File: config.mk
export PLATFORM = sky130hd
export DESIGN_NAME = system_config_memory_map
export DESIGN_NICKNAME = d
export VERILOG_FILES = /design/src/logic/sysmap_pkg.sv /design/src/logic/nv_config_cell.sv /design/src/logic/addr_decoder.sv /design/src/logic/system_config_memory_map.sv
export SDC_FILE = /design/constraint.sdc
export NUM_CORES = 1
export LEC_CHECK = 0
export ABC_AREA = 1
export BUFFER_PORTS_ARGS = -buffer_cell sky130_fd_sc_hd__buf_2
export CAP_MARGIN = 10
export CORE_MARGIN = 3
export CORE_UTILIZATION = 58
export CTS_CLUSTER_SIZE = 28
export DETAILED_ROUTE_END_ITERATION = 8
export MAX_ROUTING_LAYER = met4
export PLACE_DENSITY = 0.84
export SLEW_MARGIN = 20
export SYNTH_ARGS = -nofsm -noshare
export SYNTH_HDL_FRONTEND = slang
export SYNTH_SLANG_ARGS = --single-unit
File: constraint.sdc
create_clock -name mclk -period 6.4 [get_ports mclk]
set_input_delay 0.64 -clock mclk [delete_from_list [all_inputs] [get_ports mclk]]
set_output_delay 0.64 -clock mclk [all_outputs]
set_load 0.01 [all_outputs]
File: src/logic/sysmap_pkg.sv
// Function
// - Copy nonvolatile byte into latches at reset
// - Behaviour follows latches; byte change waits reset
// - Reads return latches; programming targets byte
// - EEPROM page field places EEPROM at n800
// - Security bit reads one when option absent
// - Watchdog disabled when latch is one
// - ROM latch zero routes ROM range external
// - Single-chip mode forces ROM enabled
// - EEPROM latch zero removes EEPROM from map
// - Mapping register: once in 64 cycles normal, anytime special
// - RAM page field gives RAM upper digit
// - Register page field gives block upper digit
// - Time-protected option bits write once in normal mode, then read-only
// - Protected option bits: 64 cycles normal, anytime special
// - Affected modes keep watchdog latch; test bit governs
// - Programmed bits reset to last programmed value
// - Special flag latched as inverse mode pin b
package sysmap_pkg;

  // ------------------------------------------------------------
  // Register offsets
  // ------------------------------------------------------------
  localparam logic [15:0] OFS_CONFIG = 16'h103f;
  localparam logic [15:0] OFS_PAGE_MAP = 16'h103d;
  localparam logic [15:0] OFS_OPTIONS = 16'h1039;
  localparam logic [15:0] OFS_NV_PROG = 16'h1030;

  // ------------------------------------------------------------
  // Field positions
  // ------------------------------------------------------------
  localparam int CFG_EE_LSB = 4;
  localparam int CFG_SEC_BIT = 3;
  localparam int CFG_WDOG_BIT = 2;
  localparam int CFG_ROM_BIT = 1;
  localparam int CFG_EEP_BIT = 0;
  localparam int MAP_RAM_LSB = 4;
  localparam int MAP_REG_LSB = 0;

  // ------------------------------------------------------------
  // Reset values and masks
  // ------------------------------------------------------------
  localparam logic [7:0] MAP_RESET = 8'h01;
  localparam logic [7:0] OPT_RESET = 8'h10;
  localparam logic [7:0] OPT_PROT_MASK = 8'h33;
  localparam logic [7:0] OPT_FREE_MASK = 8'hc8;
  localparam logic [7:0] NV_ERASED = 8'hff;
  localparam logic [15:0] EEP_OFFSET = 16'h0800;

  // ------------------------------------------------------------
  // Timing
  // ------------------------------------------------------------
  localparam int PROT_WINDOW_CYC = 64;
  localparam logic [6:0] PROT_WINDOW = 7'd64;

  // ------------------------------------------------------------
  // Reset sequencer states
  // ------------------------------------------------------------
  typedef enum logic [2:0] {
    ST_RESET = 3'b001,
    ST_LOAD = 3'b010,
    ST_RUN = 3'b100
  } seq_state_t;

  // Upper nibble of an address
  function automatic logic [3:0] page_of(input logic [15:0] a);
    page_of = a[15:12];
  endfunction

endpackage

File: src/logic/nv_config_cell.sv
`timescale 1ns/1ns
// ------------------------------------------------------------
// Nonvolatile configuration byte model
// ------------------------------------------------------------
module nv_config_cell
  import sysmap_pkg::*;
(
  input wire logic mclk,
  input wire logic prog_we,
  input wire logic [7:0] prog_data,
  output logic [7:0] nv_value
);

  // Power-up content is the erased state; no reset touches the cell
  logic [7:0] cell_q = NV_ERASED;
  logic [7:0] cell_d;

  // Programming only clears bits; erase is outside this block
  always_comb begin
    cell_d = cell_q;
    if (prog_we) begin
      cell_d = cell_q & prog_data;
    end
  end

  // Keeps its value across reset, as a real cell would
  always_ff @(posedge mclk) begin
    cell_q <= cell_d;
  end

  assign nv_value = cell_q;

endmodule

File: src/logic/addr_decoder.sv
`timescale 1ns/1ns
// ------------------------------------------------------------
// Memory map decode from the live latches
// ------------------------------------------------------------
module addr_decoder
  import sysmap_pkg::*;
(
  input wire logic [15:0] cpu_addr,
  input wire logic [3:0] ram_page,
  input wire logic [3:0] reg_page,
  input wire logic [3:0] eep_page,
  input wire logic rom_on,
  input wire logic eep_on,
  input wire logic page_feature,
  output logic sel_ram,
  output logic sel_regs,
  output logic sel_eeprom,
  output logic sel_rom,
  output logic sel_external
);

  logic [3:0] eep_pg;

  // Registers win over RAM, RAM over EEPROM, EEPROM over ROM
  always_comb begin
    eep_pg = page_feature ? eep_page : 4'h0;
    sel_regs = (page_of(cpu_addr) == reg_page) && (cpu_addr[11:6] == 6'h00);
    sel_ram = !sel_regs && (page_of(cpu_addr) == ram_page)
      && (cpu_addr[11:8] == 4'h0);
    sel_eeprom = !sel_regs && !sel_ram && eep_on && (page_of(cpu_addr) == eep_pg)
      && cpu_addr[11];
    sel_rom = !sel_regs && !sel_ram && !sel_eeprom && rom_on && cpu_addr[15]
      && (cpu_addr[14:13] != 2'b00);
    sel_external = !(sel_regs || sel_ram || sel_eeprom || sel_rom);
  end

endmodule

File: src/logic/system_config_memory_map.sv
// Implementation choice: strobed register access.
`timescale 1ns/1ns
// ------------------------------------------------------------
// Startup configuration and memory-map control
// ------------------------------------------------------------
module system_config_memory_map
  import sysmap_pkg::*;
#(
  parameter bit SECURITY_OPTION = 1'b1,
  parameter bit EEPROM_PAGING = 1'b1
)
(
  input wire logic mclk,
  input wire logic reset,
  input wire logic mode_pin_b,
  input wire logic single_chip,
  input wire logic affected_mode,
  input wire logic watchdog_reset_disable,
  input wire logic [15:0] addr,
  input wire logic [7:0] wdata,
  input wire logic wr,
  input wire logic rd,
  output logic [7:0] rdata,
  input wire logic [15:0] cpu_addr,
  output logic sel_ram,
  output logic sel_regs,
  output logic sel_eeprom,
  output logic sel_rom,
  output logic sel_external,
  output logic special_mode_flag,
  output logic watchdog_timer_enable,
  output logic security_enable,
  output logic irq_edge_only,
  output logic osc_start_delay,
  output logic [1:0] watchdog_rate
);

  import sysmap_pkg::*;

  // ------------------------------------------------------------
  // State
  // ------------------------------------------------------------
  seq_state_t state_q, state_d;
  // Power-up values only; these flops have no reset of their own
  logic reset_q = 1'b1;
  logic reset_d;
  logic [7:0] cfg_q = NV_ERASED;
  logic [7:0] cfg_d;
  logic [7:0] map_q, map_d;
  logic [7:0] opt_q, opt_d;
  logic map_done_q, map_done_d;
  logic opt_done_q, opt_done_d;
  logic [6:0] cyc_q, cyc_d;
  logic special_mode_flag_q = 1'b0;
  logic special_mode_flag_d;
  logic [7:0] rdata_q, rdata_d;
  logic [7:0] nv_value;
  logic prog_we;
  logic in_window;
  logic [7:0] cfg_view;

  // Programming writes go to the cell, not the latches
  assign prog_we = wr && (addr == OFS_NV_PROG);

  nv_config_cell u_cell (
    .mclk(mclk),
    .prog_we(prog_we),
    .prog_data(wdata),
    .nv_value(nv_value)
  );

  // ------------------------------------------------------------
  // Reset sequencer and latch load
  // ------------------------------------------------------------
  // Loading one cycle after release keeps async paths out of reset
  always_comb begin
    state_d = state_q;
    cfg_d = cfg_q;
    special_mode_flag_d = special_mode_flag_q;
    reset_d = reset;
    case (state_q)
      ST_RESET: begin
        if (!reset) begin
          state_d = ST_LOAD;
        end
      end
      ST_LOAD: begin
        cfg_d = nv_value;
        if (affected_mode) begin
          cfg_d[CFG_WDOG_BIT] = cfg_q[CFG_WDOG_BIT];
        end
        state_d = ST_RUN;
      end
      ST_RUN: begin
        state_d = ST_RUN;
      end
      default: begin
        state_d = ST_RESET;
      end
    endcase
    if (reset_q && !reset) begin
      special_mode_flag_d = !mode_pin_b;
    end
  end

  // cfg_q holds across reset so the watchdog bit can be kept
  always_ff @(posedge mclk) begin
    if (reset) begin
      state_q <= ST_RESET;
    end else begin
      state_q <= state_d;
    end
    cfg_q <= cfg_d;
    special_mode_flag_q <= special_mode_flag_d;
    reset_q <= reset_d;
  end

  // ------------------------------------------------------------
  // Protection window counter
  // ------------------------------------------------------------
  assign in_window = (cyc_q < PROT_WINDOW);

  always_comb begin
    cyc_d = cyc_q;
    if (in_window && state_q == ST_RUN) begin
      cyc_d = cyc_q + 7'd1;
    end
  end

  // ------------------------------------------------------------
  // Mapping and option registers
  // ------------------------------------------------------------
  always_comb begin
    map_d = map_q;
    opt_d = opt_q;
    map_done_d = map_done_q;
    opt_done_d = opt_done_q;
    if (wr && addr == OFS_PAGE_MAP) begin
      if (special_mode_flag_q) begin
        map_d = wdata;
      end else if (in_window && !map_done_q) begin
        map_d = wdata;
        map_done_d = 1'b1;
      end
    end
    if (wr && addr == OFS_OPTIONS) begin
      opt_d = (opt_q & ~OPT_FREE_MASK) | (wdata & OPT_FREE_MASK);
      if (special_mode_flag_q) begin
        opt_d = (opt_d & ~OPT_PROT_MASK) | (wdata & OPT_PROT_MASK);
      end else if (in_window && !opt_done_q) begin
        opt_d = (opt_d & ~OPT_PROT_MASK) | (wdata & OPT_PROT_MASK);
        opt_done_d = 1'b1;
      end
    end
  end

  always_ff @(posedge mclk) begin
    if (reset) begin
      map_q <= MAP_RESET;
      opt_q <= OPT_RESET;
      map_done_q <= 1'b0;
      opt_done_q <= 1'b0;
      cyc_q <= 7'd0;
    end else begin
      map_q <= map_d;
      opt_q <= opt_d;
      map_done_q <= map_done_d;
      opt_done_q <= opt_done_d;
      cyc_q <= cyc_d;
    end
  end

  // ------------------------------------------------------------
  // Read port
  // ------------------------------------------------------------
  // Security bit forced when the option is not built in
  always_comb begin
    cfg_view = cfg_q;
    if (!SECURITY_OPTION) begin
      cfg_view[CFG_SEC_BIT] = 1'b1;
    end
    if (!EEPROM_PAGING) begin
      cfg_view[7:CFG_EE_LSB] = 4'h0;
    end
    rdata_d = 8'h00;
    if (rd) begin
      case (addr)
        OFS_CONFIG: rdata_d = cfg_view;
        OFS_PAGE_MAP: rdata_d = map_q;
        OFS_OPTIONS: rdata_d = opt_q & ~8'h04;
        default: rdata_d = 8'h00;
      endcase
    end
  end

  always_ff @(posedge mclk) begin
    if (reset) begin
      rdata_q <= 8'h00;
    end else begin
      rdata_q <= rdata_d;
    end
  end

  assign rdata = rdata_q;

  // ------------------------------------------------------------
  // Configuration outputs
  // ------------------------------------------------------------
  assign special_mode_flag = special_mode_flag_q;
  // In affected modes the test register bit governs the watchdog
  assign watchdog_timer_enable = affected_mode ? !watchdog_reset_disable
    : !cfg_q[CFG_WDOG_BIT];
  assign security_enable = !cfg_view[CFG_SEC_BIT];
  assign irq_edge_only = opt_q[5];
  assign osc_start_delay = opt_q[4];
  assign watchdog_rate = opt_q[1:0];

  addr_decoder u_dec (
    .cpu_addr(cpu_addr),
    .ram_page(map_q[MAP_RAM_LSB +: 4]),
    .reg_page(map_q[MAP_REG_LSB +: 4]),
    .eep_page(cfg_view[CFG_EE_LSB +: 4]),
    .rom_on(cfg_q[CFG_ROM_BIT] | single_chip),
    .eep_on(cfg_q[CFG_EEP_BIT]),
    .page_feature(EEPROM_PAGING),
    .sel_ram(sel_ram),
    .sel_regs(sel_regs),
    .sel_eeprom(sel_eeprom),
    .sel_rom(sel_rom),
    .sel_external(sel_external)
  );

endmodule

==> run summary, run 1 <==
post-synthesis mux area share: 0%
fin nets: 484
leakage: 1.58 nW
Initial Util: 62.5%
worst path required time: 5.76 ns
outcome: completed
critical path's slowest cell: nor3_1
Adder-Cell Fraction of Synth Area: 0.444%
initial antenna violation count: 0
final worst path period share: 34.0%
peak supply drop: 0.138 mV
max capacitance violation total: 0
RD Place Congestion: 0.953
row cnt: 24
drt drc: 0
Period minus WS final: 2.18 ns
Chip Width: 75.7 µm
synth-to-layout area growth: 14.9%
# clock sinks: 53
Seq cells post-synth: 53
Synth cell types: 31
H-tree level count: 2
largest family of logic cells by synthesized area: simple AND/OR/NAND/NOR gates
Detailed Route WL: 6090 µm
total gr overflow: 0
Clock Tree Root: clkbuf_8
slew margin rel.: 44.8%
clk slew on worst S/H paths: 0.09 ns
startpoint type of the worst setup path: input port
Final Slew Violations: 0
port bufs: 61
first-pass GRT wire length: 9630 µm
Inserted Diodes: 0
total track usage: 23.2%
Critical Path Max Stage Delay: 0.18 ns
RSZ-0062 raised after global routing: false
WP data arrival: 1.54 ns
# IOs: 68
Die Y: 75.7 µm
TritonCTS clock tree: done
HP Class: flip-flop to flip-flop
Post-Syn Instances: 376
nature of the critical path endpoint: output pin
hold buffer count at CTS: 0
drt pass-1 iters: 5
Compound-Gate Fraction of Synth Area: 3.42%
maximum clock frequency: 459 MHz
Vias/cell: 5.13
wire per inst: 12.5 µm
Setup Skew: 0.00970 ns
Simple-Gate Fraction of Synth Area: 39.6%
worst-skew pair later-pin latency: 0.31 ns
largest net degree at the start of global routing: 22
Post-Synth XOR/XNOR Area: 1.56%
Resize count post-CTS: 0
Crit Path Max Fanout: 5
Post-CTS Setup Bufs: 0
DRT iter0 DRCs: 206
Hold Fails Final Rpt: 0
YS warnings: 0
HPWL after DPL: 4810 µm
vias in the first global route: 2214
via count: 2504
fraction of layout cells with a size suffix above 1: 22.9%
clk buf depth: 2
power per cell area: 192 mW/mm²
kind of critical path: input port to output pin
Final ANT Viol Nets: 0
die area: 0.00573 mm²
total power: 0.621 mW
mean post-synth cell area: 7.49 µm²
setup TNS: 0 ns
synthesized area: 0.00282 mm²
Setup Viol. Count Final: 0
Mapped Nets: 425
CP cell instances: buf_2 -> inv_1 -> nor2_1 -> nor3_1 -> nand3_1 -> nand3_1 -> nor2_1 -> buf_2
cts bufs inserted: 5
Worst Tran Pin Value: 0.826 ns
total core area: 0.00450 mm²
post-synthesis sequential area ratio: 43.7%
==> metal layers <==
| metal | vias up | GRT usage, % | part of all wire, % |
|---|---|---|---|
| met4 | 0 | 6.80 | 1.7 |
| li1 | 1300 | - | - |
| met2 | 94 | 39.5 | 48 |
| met5 | - | - | 0 |
| met1 | 1097 | 28.1 | 43 |
| met3 | 13 | 4.22 | 7.1 |
==> worst max-delay path: cells and delay by family <==
family	cells	cell delay (ns)
buf+inv	3	0.37
simple gates	5	0.52
==> where the power goes <==
part / leakage (nW) / switching, mW / internal [mW]
Clock: 0.0549 / 0.105 / 0.0999
Sequential: 0.446 / 0.00497 / 0.352
Combinational: 1.08 / 0.0378 / 0.0216
==> Yosys cell counts <==
library cell	instances	area [µm²]
edfxtp_1	17	510
o21bai_1	1	7.51
o21ai_0	3	15.0
nand2_2	5	31.3
a21oi_1	12	60.1
xor2_1	2	17.5
nor3_1	6	30.0
inv_1	64	240
clkbuf_1	2	7.51
nor4_1	2	12.5
nor3_2	1	10.0
xnor2_1	3	26.3
o21ai_1	1	5.00
nor2_4	4	45.0
nand3_2	3	30.0
nand2_4	2	22.5
nand4_1	28	175
nor2_2	6	37.5
dfxtp_1	36	721
inv_2	2	7.51
nand3_4	2	35.0
o21ai_2	1	8.76
buf_4	4	30.0
buf_1	1	3.75
buf_6	2	22.5
nand2_1	65	244
ha_1	1	12.5
nor2_8	3	60.1
nand3_1	17	85.1
buf_2	1	5.00
nor2_1	79	297
==> registers in the layout (all words and copies together) (netlist names) <==
name	count
reset_q	1
cfg_q	8
opt_q	7
u_cell.nv_value	8
state_q	3
cyc_q	7
map_q	8
rdata	8
special_mode_flag	1
opt_done_q	1
map_done_q	1
==> final cells by class <==
type                    count  area (µm²)
multi-input cells         247        1270
fillers                   363        1270
flip-flops and latches     53        1230
repair buffers             62         313
inverters                  66         248
clock buffers               7        96.3
well taps                  52        65.1
clock inverters             1        8.76
==> path summary, 6_finish.rpt <==
path,slack [ns],cells after the start,end,startpoint
max,4.22,8,sel_external,cpu_addr[15]
min,0.46,0,cfg_q[5]$_DFFE_PN_,u_cell.nv_value[5]$_DFFE_PP_
min reg2reg,0.46,0,cfg_q[5]$_DFFE_PN_,u_cell.nv_value[5]$_DFFE_PP_
max reg2reg,4.97,5,state_q[0]$_SDFF_PP1_,state_q[1]$_SDFF_PP0_
==> cells in the final DEF (no fill, tap or decap), drive strengths merged <==
cell and instances:
nand2 72, nor2 92, edfxtp 17, o21ai 5, clkbuf 7, a21oi 12, nand4 28, nor4 2
nor3 7, nand3 22, dfxtp 36, xor2 2, xnor2 3, ha 1, o21bai 1, buf 62
inv 67
==> through the flow <==
stage                     instance area, µm²  worst slack, ns  utilization (%)  instances  hold slack (ns)
after floorplan                         2820             3.91                -        376            0.427
after global placement                  3120             4.05             69.4        480            0.433
after detailed placement                3120             3.99             69.4        480            0.437
after CTS                               3230             4.21             71.7        488            0.461
after global routing                    3230             4.08             71.8        488            0.480
final                                   3230             4.22             71.8        488            0.458
==> cells by family (layout without fill, tap and decap cells) <==
group | after synthesis | count (layout)
flip-flops | 53 | 53
AND/OR/NAND/NOR | 223 | 223
adder cells (fa/ha/maj) | 1 | 1
XOR/XNOR | 5 | 5
buffers and inverters | 76 | 136
AO/OA/AOI/OAI | 18 | 18
(Power assumes the default switching activity.)
==> run 2, diff against run 1 <==
--- a/config.mk
+++ b/config.mk
@@ -9,11 +9,11 @@
 export BUFFER_PORTS_ARGS = -buffer_cell sky130_fd_sc_hd__buf_2
 export CAP_MARGIN = 10
 export CORE_MARGIN = 3
-export CORE_UTILIZATION = 58
+export CORE_UTILIZATION = 48
 export CTS_CLUSTER_SIZE = 28
 export DETAILED_ROUTE_END_ITERATION = 8
 export MAX_ROUTING_LAYER = met4
-export PLACE_DENSITY = 0.84
+export PLACE_DENSITY = 0.74
 export SLEW_MARGIN = 20
 export SYNTH_ARGS = -nofsm -noshare
 export SYNTH_HDL_FRONTEND = slang
==> constraint.sdc (replaced) <==
create_clock -name mclk -period 2 [get_ports mclk]
set_input_delay 0.2 -clock mclk [delete_from_list [all_inputs] [get_ports mclk]]
set_output_delay 0.2 -clock mclk [all_outputs]
set_load 0.01 [all_outputs]
==> run summary, run 2 (synthesis gave the netlist of run 1 again) <==
largest net degree at the start of global routing: 20 (-9.1%)
wire per inst: 13.0 µm (+3.9%)
Inserted Diodes: 0 (unchanged)
Worst Tran Pin Value: 0.520 ns (-0.306 ns)
cts bufs inserted: 5 (unchanged)
RSZ-0062 raised after global routing: false
first-pass GRT wire length: 10100 µm (+4.9%)
drt pass-1 iters: 4 (-1)
non-filler instance count after layout: 512 (+4.9%)
total track usage: 20.4% (-2.8 points)
drt drc: 0 (unchanged)
Setup Viol. Count Final: 0 (unchanged)
Die Y: 82.6 µm (+9.1%)
peak supply drop: 0.376 mV (+170%)
H-tree level count: 2 (unchanged)
Clock Tree Root: clkbuf_8
Post-Place Cells: 504 (+5.0%)
via count: 2559 (+2.2%)
CP bufs+invs: 2 (-1)
Worst Setup Slack, final: 0.320 ns (-3.90 ns)
hold buffer count at CTS: 0 (unchanged)
initial antenna violation count: 0 (unchanged)
Resize count post-CTS: 0 (unchanged)
setup TNS: 0 ns (unchanged)
Final ANT Viol Nets: 0 (unchanged)
crit-path leading delay family: simple AND/OR/NAND/NOR gates
total power: 2.08 mW (+240%)
Detailed Route WL: 6640 µm (+9.1%)
# IOs: 68 (unchanged)
outcome: completed
WP data arrival: 1.48 ns (-0.06 ns)
TritonCTS clock tree: done
total gr overflow: 0 (unchanged)
fin nets: 488 (+0.83%)
pre-CTS WS: 0.436 ns (-3.55 ns)
register area: 0.00123 mm² (unchanged)
critical path's slowest cell: edfxtp_1
power per cell area: 630 mW/mm² (+230%)
Post-CTS Setup Bufs: 0 (unchanged)
Period minus WS final: 1.68 ns
leakage: 1.60 nW (+1.5%)
Vias/cell: 5.00 (-2.6%)
Multi-input gate area: 0.00127 mm² (about the same)
RD Place Congestion: 0.899 (-5.6%)
Crit Path Max Fanout: 3 (-2)
# clock sinks: 53 (unchanged)
Chip Width: 82.6 µm (+9.1%)
kind of critical path: flip-flop to output pin
die area: 0.00682 mm² (+19%)
clk buf depth: 2 (unchanged)
fillers: 548 (+51%)
most frequent cells in the layout: nor2_1 (79), nand2_1 (65), inv_1 (64), buf_2 (61), dfxtp_1 (36)
Setup Skew: 0.00500 ns (-0.00470 ns)
nature of the critical path endpoint: output pin
HP Class: input port to flip-flop
startpoint type of the worst setup path: flip-flop
final worst path period share: 84.0%
port bufs: 61 (unchanged)
slew margin rel.: 65.0% (+20 points)
Initial Util: 50.2% (-12 points)
vias in the first global route: 2218 (+0.18%)
Hold Fails Final Rpt: 0 (unchanged)
worst-skew pair later-pin latency: 0.31 ns (about the same)
Final Slew Violations: 0 (unchanged)
clk slew on worst S/H paths: 0.10 ns (about the same)
CP cell instances: inv_1 -> nor2_1 -> nor3_1 -> nand3_1 -> nand3_1 -> nor2_1 -> buf_2
DRT iter0 DRCs: 121 (-41%)
Critical Path Max Stage Delay: 0.45 ns (+0.27 ns)
total core area: 0.00561 mm² (+25%)
synth-to-layout area growth: 17.2%
row cnt: 27 (+13%)
worst path required time: 1.80 ns (-3.96 ns)
max capacitance violation total: 0 (unchanged)
maximum clock frequency: 595 MHz
most common cell after layout, fill and taps aside: nor2_1
HPWL after DPL: 5110 µm (+6.2%)
fraction of layout cells with a size suffix above 1: 23.6% (+0.70 points)
run 2: cell types whose count changed in the layout (fill, tap and decap cells not counted):
cell       change
bufinv_16      +1
nor4_2         +1
nor3_1         +1
buf_4          +4
nor3_2         -1
nor4_1         -1
clkbuf_8       -2
clkinv_2       +1
run 2: final timing paths:
kind | startpoint | endpoint | depth (start not counted) | slack [ns]
max reg2reg | state_q[2]$_SDFF_PP0_ | cyc_q[4]$_SDFFE_PP0P_ | 7 | 0.64
max | cfg_q[5]$_DFFE_PN_ | sel_external | 7 | 0.32
min reg2reg | u_cell.nv_value[4]$_DFFE_PP_ | cfg_q[4]$_DFFE_PN_ | 0 | 0.46
min | mode_pin_b | special_mode_flag$_DFFE_PP_ | 2 | 0.12
run 2: report_power, final:
group / internal (mW) / switching [mW] / total, mW
combinational: 0.0730 / 0.120 / 0.193
clock: 0.376 / 0.372 / 0.748
sequential: 1.12 / 0.0143 / 1.14
total: 1.57 / 0.506 / 2.08
run 2: worst reg2reg max path, cell delays in order, from the launching register on:
cell	delay, ns
dfxtp_1	0.36
inv_1	0.07
nor3_2	0.19
nand2_1	0.20
inv_1	0.14
nand3_1	0.09
o21ai_0	0.16
nor2_1	0.06
run 2: per-layer routing:
metal	vias up	GRT usage [%]	wire length [µm]	part of all wire [%]
li1	1314	-	-	-
met1	1156	23.1	2870	43
met2	75	35.6	3240	49
met3	14	3.36	388	5.8
met4	0	8.66	140	2.1
met5	-	-	0	0
run 2: layout make-up:
cell class                 instances  area share [%]
tap                               72            2.73
clock buffer                       5            2.09
multi-input combinational        247            38.6
clock inverter                     3            1.33
inverter                          66            7.51
timing repair buffer              66            10.4
sequential                        53            37.3
run 2: per-stage QoR:
stage | hold slack (ns) | utilization, % | cell area [µm²]
floorplan | 0.228 | - | 2820
global placement | 0.432 | 56.8 | 3190
detailed placement | 0.437 | 56.8 | 3190
CTS | 0.110 | 58.8 | 3300
global route | 0.109 | 58.8 | 3300
finish | 0.115 | 58.8 | 3300
==> run 3, diff against run 2 <==
==> constraint.sdc (replaced) <==
create_clock -name mclk -period 1.35 [get_ports mclk]
set_input_delay 0.135 -clock mclk [delete_from_list [all_inputs] [get_ports mclk]]
set_output_delay 0.135 -clock mclk [all_outputs]
set_load 0.01 [all_outputs]
==> run summary, run 3 (synthesis gave the netlist of run 1 again) <==
outcome: complete, but fails checks
violated checks: setup timing
vias in the first global route: 2319 (+4.6%)
CP cell instances: inv_1 -> nor2_2 -> nor3_2 -> nand3_1 -> nand3_2 -> nor2_1 -> buf_2
TritonCTS clock tree: done
H-tree level count: 2 (unchanged)
initial antenna violation count: 0 (unchanged)
# IOs: 68 (unchanged)
sw power: 0.779 mW (+54%)
WP data arrival: 1.46 ns (-0.02 ns)
switching share of power: 24.8% (+0.49 points)
RSZ-0062 raised after global routing: true
port bufs: 61 (unchanged)
worst path required time: 1.22 ns (-0.58 ns)
Internal Pwr Total: 2.36 mW (+50%)
Detailed Route WL: 6480 µm (-2.3%)
most frequent cells in the layout: nor2_1 (76), inv_1 (62), nand2_1 (61), buf_2 (59), dfxtp_1 (31)
WL met3: 366 µm (-5.7%)
Worst Tran Pin Value: 0.470 ns (-0.0502 ns)
Chip Width: 82.6 µm (unchanged)
Setup Skew: 0.00729 ns (+0.00229 ns)
wire length on met2: 3160 µm (-2.3%)
kind of critical path: flip-flop to output pin
sequential cell fraction of total power: 53.9% (-0.9 points)
drt pass-1 iters: 4 (unchanged)
combinational share of power: 10.1% (+0.8 points)
# clock sinks: 53 (unchanged)
peak supply drop: 0.789 mV (+110%)
max capacitance violation total: 0 (unchanged)
final worst path period share: 118%
leakage: 1.72 nW (+7.2%)
synth-to-layout area growth: 26.2%
slew margin rel.: 68.6% (+3.7 points)
largest net degree at the start of global routing: 20 (unchanged)
most common cell after layout, fill and taps aside: nor2_1
Final Slew Violations: 0 (unchanged)
Crit Path Max Fanout: 3 (unchanged)
wire per inst: 12.3 µm (-4.9%)
Final ANT Viol Nets: 0 (unchanged)
HP Class: input port to flip-flop
clk buf depth: 2 (unchanged)
first-pass GRT wire length: 10400 µm (+3.4%)
drt drc: 0 (unchanged)
hold buffer count at CTS: 0 (unchanged)
total core area: 0.00561 mm² (unchanged)
Hold Fails Final Rpt: 0 (unchanged)
via count: 2554 (-0.20%)
RD Place Congestion: 0.902 (+0.37%)
Period minus WS final: 1.60 ns
Critical Path Max Stage Delay: 0.44 ns (about the same)
fin nets: 502 (+2.9%)
DRT iter0 DRCs: 75 (-38%)
Initial Util: 50.2% (unchanged)
setup TNS: -0.773 ns (-0.773 ns)
cts bufs inserted: 5 (unchanged)
worst-skew pair later-pin latency: 0.32 ns (about the same)
HPWL after DPL: 5130 µm (+0.43%)
Vias/cell: 4.86 (-2.9%)
total power: 3.14 mW (+51%)
total track usage: 20.9% (+0.47 points)
row cnt: 27 (unchanged)
Setup Viol. Count Final: 5 (+5)
clk slew on worst S/H paths: 0.10 ns (about the same)
maximum clock frequency: 625 MHz
Inserted Diodes: 0 (unchanged)
fraction of layout cells with a size suffix above 1: 30.4% (+6.8 points)
nature of the critical path endpoint: output pin
Die Y: 82.6 µm (unchanged)
startpoint type of the worst setup path: flip-flop
total gr overflow: 0 (unchanged)
Clock Tree Root: clkbuf_8
die area: 0.00682 mm² (unchanged)
critical path's slowest cell: edfxtp_1
Worst Setup Slack, final: -0.249 ns (-0.569 ns)
top sig layer: met4
met1 WL: 2890 µm (+0.49%)
Clock Power Share: 36.1% (about the same)
power per cell area: 883 mW/mm² (+40%)
run 3: cell count changes in the layout (fill, tap and decap cells not counted), moves of 3 or more:
cell / previous run / this run
buf_12: 0 / 3
buf_4: 5 / 16
dfxtp_1: 36 / 31
dfxtp_2: 0 / 4
nand2_1: 65 / 61
nand2_2: 5 / 8
nor2_1: 79 / 76
nor2_4: 4 / 7
run 3: power by group through the flow:
stage / clock (mW) / combinational, mW / sequential (mW)
6_report: 1.13 / 0.315 / 1.69
5_1_grt: 1.22 / 0.352 / 1.69
4_1_cts: 1.15 / 0.310 / 1.69
3_5_place_dp: 0 / 0.302 / 1.73
3_3_place_gp: 0 / 0.295 / 1.72
2_1_floorplan: 0 / 0.165 / 1.72
run 3: layer usage:
layer | track usage [%] | vias up
li1 | - | 1339
met1 | 25.6 | 1158
met2 | 34.6 | 51
met3 | 4.34 | 6
met4 | 6.37 | 0
met5 | - | -
run 3: layout make-up:
| cell class | instances | area (µm²) |
|---|---|---|
| tap | 72 | 90.1 |
| timing repair buffer | 80 | 498 |
| multi-input combinational | 247 | 1360 |
| clock buffer | 5 | 68.8 |
| sequential | 53 | 1240 |
| clock inverter | 3 | 50.0 |
| inverter | 66 | 248 |
| fill | 526 | 2060 |
run 3: repair_timing:
action	in CTS	in global routing
gates cloned	0	0
setup endpoints to repair	5	8
gates resized for setup	7	14
pin swaps	9	5
setup buffers	2	1
run 3: worst max-delay path: cells and delay by family, from the launching register on:
kind / cells / cell delay (ns)
and+or+nand+nor: 5 / 0.47
DFF: 1 / 0.44
buffers and inverters: 2 / 0.23
run 3: final timing paths:
check / from / end / slack [ns] / cells after the start
max: cfg_q[5]$_DFFE_PN_ / sel_external / -0.25 / 7
min: reset / reset_q$_DFF_P_ / 0.04 / 1
max reg2reg: state_q[2]$_SDFF_PP0_ / cyc_q[2]$_SDFFE_PP0P_ / 0.10 / 7
min reg2reg: u_cell.nv_value[7]$_DFFE_PP_ / cfg_q[7]$_DFFE_PN_ / 0.46 / 0
run 3: metrics by stage:
| stage | utilization, % | worst slack [ns] | cells | hold WS, ns | cell area [µm²] |
|---|---|---|---|---|---|
| 2_1_floorplan | - | -0.0752 | 376 | 0.163 | 2860 |
| 3_3_place_gp | 59.5 | 0.0155 | 515 | 0.369 | 3340 |
| 3_5_place_dp | 59.5 | -0.0148 | 515 | 0.372 | 3340 |
| 4_1_cts | 62.2 | -0.255 | 525 | 0.0305 | 3490 |
| 5_1_grt | 63.3 | -0.324 | 526 | 0.0289 | 3550 |
| 6_report | 63.3 | -0.249 | 526 | 0.0423 | 3550 |
